$ cat src/rtl/serial_config_regs.svh
// What this block does
// - three-bit selector picks jack-sense mute pattern
// - selector 101 mutes per second sense input
// - forced mute overrides volume; active follows volume
// - sense reads 0 unplugged, 1 plugged
// - soft reset keeps link-related config bits
// - hard reset returns register to 0x1001
// - link bit ties spdif requests to front
// - underrun fill: repeat last or midscale
// - source bit picks link or ADC stream
// - swap bit exchanges centre and LFE
// - steering bit picks interrupt slot position
// - loop-back selector routes ADC to DAC pair
// - override bit forces spdif present
// - mic selector picks pins or mixes
// - codec target bits pick addressed codec
// - slot16 bit selects 16x16 link format
`ifndef SERIAL_CONFIG_REGS_SVH
`define SERIAL_CONFIG_REGS_SVH
`define SCFG_RESET_ADDR 7'h00
`define SCFG_ADDR 7'h74
`define SCFG_RESET_VAL 16'h1001
// bits kept across a soft reset: d15..d12, d7, d2..d0
`define SCFG_KEEP_MASK 16'hf087
`define SCFG_LINK_BIT 0
`define SCFG_FILL_BIT 1
`define SCFG_SRC_BIT 2
`define SCFG_SWAP_BIT 3
`define SCFG_INTERRUPT_STEERING_BIT 4
`define SCFG_LBK_LO 5
`define SCFG_OVR_BIT 7
`define SCFG_MIC_LO 8
`define SCFG_TGT3_BIT 11
`define SCFG_TGT_LO 12
`define SCFG_SLOT16_BIT 15
`endif

$ cat src/rtl/serial_config_pkg.sv
`default_nettype none
package serial_config_pkg;
    // loop-back destination
    typedef enum logic [1:0] {lbk_none, lbk_front, lbk_surround, lbk_center_lfe} lbk_route_t;
    // registered state of the block
    typedef struct packed {
        logic [15:0] cfg;
        logic [15:0] rdata;
        logic sense_a_m;
        logic sense_a_s;
        logic sense_b_m;
        logic sense_b_s;
    } state_t;
endpackage : serial_config_pkg
`default_nettype wire

$ cat src/rtl/jack_mute_decode.sv
`include "serial_config_regs.svh"
`default_nettype none
module jack_mute_decode (
    // selection and sense levels
    input wire logic [2:0] sense_mute_selector,
    input wire logic jack_sense_a,
    input wire logic jack_sense_b,
    // forced silence per output: hp, line, clfe, surr, mono
    output logic [4:0] forced_silence
);
    // upper mute selections decode
    always_comb begin
        forced_silence = 5'h00;
        unique case (sense_mute_selector)
            3'h4: begin
                unique case ({jack_sense_b, jack_sense_a})
                    2'h0: forced_silence = 5'h0e;
                    2'h1: forced_silence = 5'h01;
                    default: forced_silence = 5'h0f;
                endcase
            end
            3'h5: forced_silence = jack_sense_b ? 5'h01 : 5'h1e;
            default: forced_silence = 5'h00;
        endcase
    end
endmodule : jack_mute_decode
`default_nettype wire

$ cat src/rtl/serial_config.sv
`include "serial_config_regs.svh"
`default_nettype none
module serial_config (
    // clock and reset
    input wire logic clk,
    input wire logic resetn,
    // register access from the link
    input wire logic reg_wr,
    input wire logic reg_rd,
    input wire logic [6:0] reg_addr,
    input wire logic [15:0] reg_wdata,
    output logic [15:0] reg_rdata,
    // jack sense pins and mute selection
    input wire logic jack_sense_a,
    input wire logic jack_sense_b,
    input wire logic [2:0] sense_mute_selector,
    input wire logic [4:0] volume_mute,
    output logic [4:0] forced_silence,
    output logic [4:0] output_muted,
    output logic jack_sense_a_status,
    output logic jack_sense_b_status,
    // audio path steering
    input wire logic loopback_enable,
    input wire logic front_data_request,
    input wire logic spdif_own_request,
    input wire logic spdif_detect_resistor,
    output logic spdif_data_request,
    output logic spdif_enabled,
    output logic spdif_underrun_fill,
    output logic spdif_source_select,
    output logic center_lfe_exchange,
    output logic interrupt_steering,
    output serial_config_pkg::lbk_route_t loopback_route,
    output logic [2:0] optional_mic_source,
    output logic [3:0] chained_codec_target,
    output logic slot16_mode
);
    serial_config_pkg::state_t st_r, st_nxt;
    logic [4:0] force_w;

    jack_mute_decode u_dec (
        .sense_mute_selector(sense_mute_selector),
        .jack_sense_a(st_r.sense_a_s),
        .jack_sense_b(st_r.sense_b_s),
        .forced_silence(force_w)
    );

    // next-state logic
    always_comb begin
        st_nxt = st_r;
        st_nxt.sense_a_m = jack_sense_a;
        st_nxt.sense_a_s = st_r.sense_a_m;
        st_nxt.sense_b_m = jack_sense_b;
        st_nxt.sense_b_s = st_r.sense_b_m;
        if (reg_wr && reg_addr == `SCFG_ADDR) begin
            st_nxt.cfg = reg_wdata;
        end else if (reg_wr && reg_addr == `SCFG_RESET_ADDR) begin
            st_nxt.cfg = (st_r.cfg & `SCFG_KEEP_MASK) | (`SCFG_RESET_VAL & ~`SCFG_KEEP_MASK);
        end
        if (reg_rd) begin
            st_nxt.rdata = (reg_addr == `SCFG_ADDR) ? st_r.cfg : 16'h0000;
        end
    end

    // state register
    always_ff @(posedge clk or negedge resetn) begin
        if (!resetn) begin
            st_r <= '{cfg: `SCFG_RESET_VAL, rdata: 16'h0000, default: 1'b0};
        end else begin
            st_r <= st_nxt;
        end
    end

    assign reg_rdata = st_r.rdata;
    assign jack_sense_a_status = st_r.sense_a_s;
    assign jack_sense_b_status = st_r.sense_b_s;
    assign forced_silence = force_w;
    assign output_muted = force_w | volume_mute;
    assign spdif_data_request = st_r.cfg[`SCFG_LINK_BIT] ? front_data_request
                                                          : spdif_own_request;
    assign spdif_underrun_fill = st_r.cfg[`SCFG_FILL_BIT];
    assign spdif_source_select = st_r.cfg[`SCFG_SRC_BIT];
    assign center_lfe_exchange = st_r.cfg[`SCFG_SWAP_BIT];
    assign interrupt_steering = st_r.cfg[`SCFG_INTERRUPT_STEERING_BIT];
    assign spdif_enabled = st_r.cfg[`SCFG_OVR_BIT] | spdif_detect_resistor;
    assign optional_mic_source = st_r.cfg[`SCFG_MIC_LO +: 3];
    assign chained_codec_target = {st_r.cfg[`SCFG_TGT3_BIT], st_r.cfg[`SCFG_TGT_LO +: 3]};
    assign slot16_mode = st_r.cfg[`SCFG_SLOT16_BIT];

    always_comb begin
        loopback_route = serial_config_pkg::lbk_none;
        if (loopback_enable) begin
            unique case (st_r.cfg[`SCFG_LBK_LO +: 2])
                2'h0: loopback_route = serial_config_pkg::lbk_front;
                2'h1: loopback_route = serial_config_pkg::lbk_surround;
                2'h2: loopback_route = serial_config_pkg::lbk_center_lfe;
                default: loopback_route = serial_config_pkg::lbk_none;
            endcase
        end
    end
endmodule : serial_config
`default_nettype wire

$ cat config.mk
export PLATFORM = sky130hd
export DESIGN_NAME = serial_config
export DESIGN_NICKNAME = d
export VERILOG_FILES = /design/src/rtl/serial_config_pkg.sv /design/src/rtl/jack_mute_decode.sv /design/src/rtl/serial_config.sv
export VERILOG_INCLUDE_DIRS = /design/src /design/src/rtl
export SDC_FILE = /design/constraint.sdc
export NUM_CORES = 1
export LEC_CHECK = 0
export ABC_AREA = 1
export BUFFER_PORTS_ARGS = -buffer_cell sky130_fd_sc_hd__buf_2
export CAP_MARGIN = 30
export CORE_AREA = 2 2 70 72
export CTS_CLUSTER_SIZE = 40
export DETAILED_ROUTE_END_ITERATION = 10
export DIE_AREA = 0 0 72 74
export PLACE_DENSITY = 0.68
export SETUP_SLACK_MARGIN = 0.05
export SLEW_MARGIN = 30
export SYNTH_ARGS = -nofsm -noshare
export SYNTH_HDL_FRONTEND = slang
export SYNTH_SLANG_ARGS = --single-unit
$ cat constraint.sdc
create_clock -name clk -period 1.15 [get_ports clk]
set_clock_uncertainty 0.1 [all_clocks]
set_input_delay 0.0575 -clock clk [delete_from_list [all_inputs] [get_ports clk]]
set_output_delay 0.0575 -clock clk [all_outputs]
set_load 0.05 [all_outputs]
==> flow_summary.ini <==
[synthesis]
synth-seq-cells = 36
yosys_warnings = 0
dominantRegCellSynth = dfrtp_1
synth_cell_types = 22
seq_area_frac_synth_pct = 48.2
ys_async_sr_fraction_pct = 100
synth-edff-count = 0
syn_avg_cell_area_sq_um = 9.10
synth_area_sq_um = 1870
syn_nets = 247
syn_inst = 206

[global_route]
use_met3_pct = 5.15
track_usage_pct = 16.8
grt_max_degree = 33
grt_pass1_wl_microns = 6750
gr-total-overflow = 0
use_met1_pct = 19.9
grt_pass1_vias = 1479
top_usage_layer = met2
antenna_found_initial = 0
gr-usage-met2_pct = 28.7

[sta]
report.final.slew_viol_count = 0
tns_ns = -3.69
relSlewSlack_pct = 77.4
finalCritPeriodShare_pct = 132
grt_setup_unrepaired = true
fmax_ghz = 0.660
layout_setup_ws_ns = -0.366
worst_slew_pin_slew_ns = 0.339
hold_viol = 0
finalSetupViolCount = 14
fin_crit_ns = 1.52

[outcome]
status = complete, but fails checks
violations = setup timing

[clocking]
insertion_delay_ns = 0.29
clockRootBuffer = clkbuf_8
cts_buffers = 5
clock-sinks = 36
path_clk_slew_ns = 0.07
clk_path_buf_depth = 2
cts_tree = yes
htreeDepth = 2

[floorplan]
dieWidth_microns = 72
row_count = 25
start_util_pct = 40.8
core-area_sq_um = 4600
io-pin-count = 85
dieArea_sq_um = 5330
die_h_microns = 74

[critical_path]
path_class = register to output port
crit_path_end_kind = output port
cp_data_required_time_ns = 0.99
cp.arrival_ns = 1.36
start_kind = register
path_max_fanout = 6

[place]
io_buffers = 84
placed_area_sq_um = 2240
placed_cells = 319
dp_hpwl_microns = 2910
gp_congestion = 0.684

[detailed_routing]
drtIter0Drc = 59
vias = 1611
wl_per_cell_microns = 12.4
viasPerCell = 4.54
wl_microns = 4420
firstDrtPassIters = 4
postRouteAntennaNets = 0
drc = 0

[cells_and_area]
drive_above_1_share_pct = 48.2
syn2layout_area_growth_pct = 47.7
post-route-util_pct = 60.2
diodes = 0
final_cells = 355
fillCellCount = 405
final_area_sq_um = 2770
fin_nets = 342

[power_and_ir_drop]
power.leakage_nw = 1.45
powerDensity_nw_per_um2 = 1090
peakVddDrop_uv = 549
p_total_mw = 3.02

[job]
cap_violations = 0

[hold_path]
hold_path_class = primary input to register
cells in the mapped netlist (2+ instances only):
master	instances	area, sq um
buf_6	3	33.8
clkbuf_1	3	11.3
nor2_1	4	15.0
nand4_1	10	62.6
nand2_2	7	43.8
or2_2	6	37.5
o22ai_1	16	100
o21ai_2	8	70.1
dfrtp_1	34	851
inv_1	35	131
dfstp_2	2	52.6
nor2_8	2	40.0
nand2_1	36	135
buf_4	25	188
nand3_1	8	40.0
what timing repair did:
item                                    4_1_cts  5_1_grt
hold buffers                                 20        0
hold endpoints to repair                     54        0
resized for setup                            43       17
buffers inserted                              7        2
pin swaps                                     2        1
endpoints found under the setup margin       21       29
flip-flops by register name (all words and copies together) (netlist names), 2 cells and up:
signal,cells
st_nxt,2
optional_mic_source,3
reg_rdata,16
st_r,4
chained_codec_target,4
layer usage:
metal  part of all wire, %  up-vias
li1                      -      816
met2                    52       61
met1                    40      727
met3                   6.3        7
met5                     0        -
met4                   1.9        0
cells in the final DEF (no fill, tap or decap):
master / instances
o22ai_1: 16
buf_12: 1
dfrtp_2: 2
dlygate4sd3_1: 20
buf_8: 7
clkbuf_8: 5
dfrtp_1: 32
buf_4: 20
dfstp_2: 2
clkbuf_1: 1
nand4_1: 10
inv_2: 3
mux2_4: 1
nor2_1: 2
nor2_4: 2
nor2_8: 2
or2_4: 6
nand2_1: 34
nand2_4: 2
o21ai_2: 8
nand2_2: 8
inv_1: 33
nand3_1: 8
xnor2_2: 1
buf_6: 9
buf_2: 51
a21oi_4: 1
clkinv_2: 1
nand3_4: 1
clkbuf_4: 12
final timing paths:
kind,start,end,slack [ns],cells past startpoint
max,jack_sense_b_status,output_muted[3],-0.37,6
min,reg_rd,reg_rdata[9],0.11,3
max reg2reg,st_r[25],reg_rdata[5],0.12,4
min reg2reg,st_nxt[0],jack_sense_b_status,0.25,0
max in group asynchronous,resetn,chained_codec_target[0],0.51,3
min in group asynchronous,resetn,reg_rdata[15],0.15,3
final cells by class:
type                       count  area [sq um]  area share (%)
inverter                      36           135            4.88
timing repair buffer         120           922            33.3
tap                           54          67.6            2.44
sequential                    36           906            32.7
clock buffer                   6          72.6            2.62
clock inverter                 1          5.00           0.181
multi-input combinational    102           661            23.9
power breakdown:
part           leakage [nW]  switching, mW  internal, mW
clock                0.0410          0.416         0.411
combinational         0.932          0.482         0.346
sequential            0.480         0.0440          1.32
total                  1.45          0.942          2.08
cells by family (layout without fill, tap and decap cells):
logic type | count (synthesis) | count (layout) | share of synthesized area (%)
compound gates | 25 | 25 | 9.35
xor+xnor | 1 | 1 | 0.467
buf+inv | 68 | 163 | 19.9
flops | 36 | 36 | 48.2
mux | 1 | 1 | 0.601
simple gates | 75 | 75 | 21.5
critical path, cell delays in order, from the launching register on:
cell	delay, ns
dfrtp_2	0.40
inv_2	0.06
nand2_1	0.05
nand4_1	0.11
nand2_4	0.08
or2_4	0.23
buf_6	0.15
per-stage QoR:
step           worst slack [ns]  hold slack, ns
3_3_place_gp             -0.125         -0.0738
3_5_place_dp             -0.152         -0.0707
5_1_grt                  -0.450           0.104
6_report                 -0.366           0.109
2_1_floorplan            -0.303          -0.338
4_1_cts                  -0.373           0.102
Note: power is estimated with default switching activity, not from simulation.
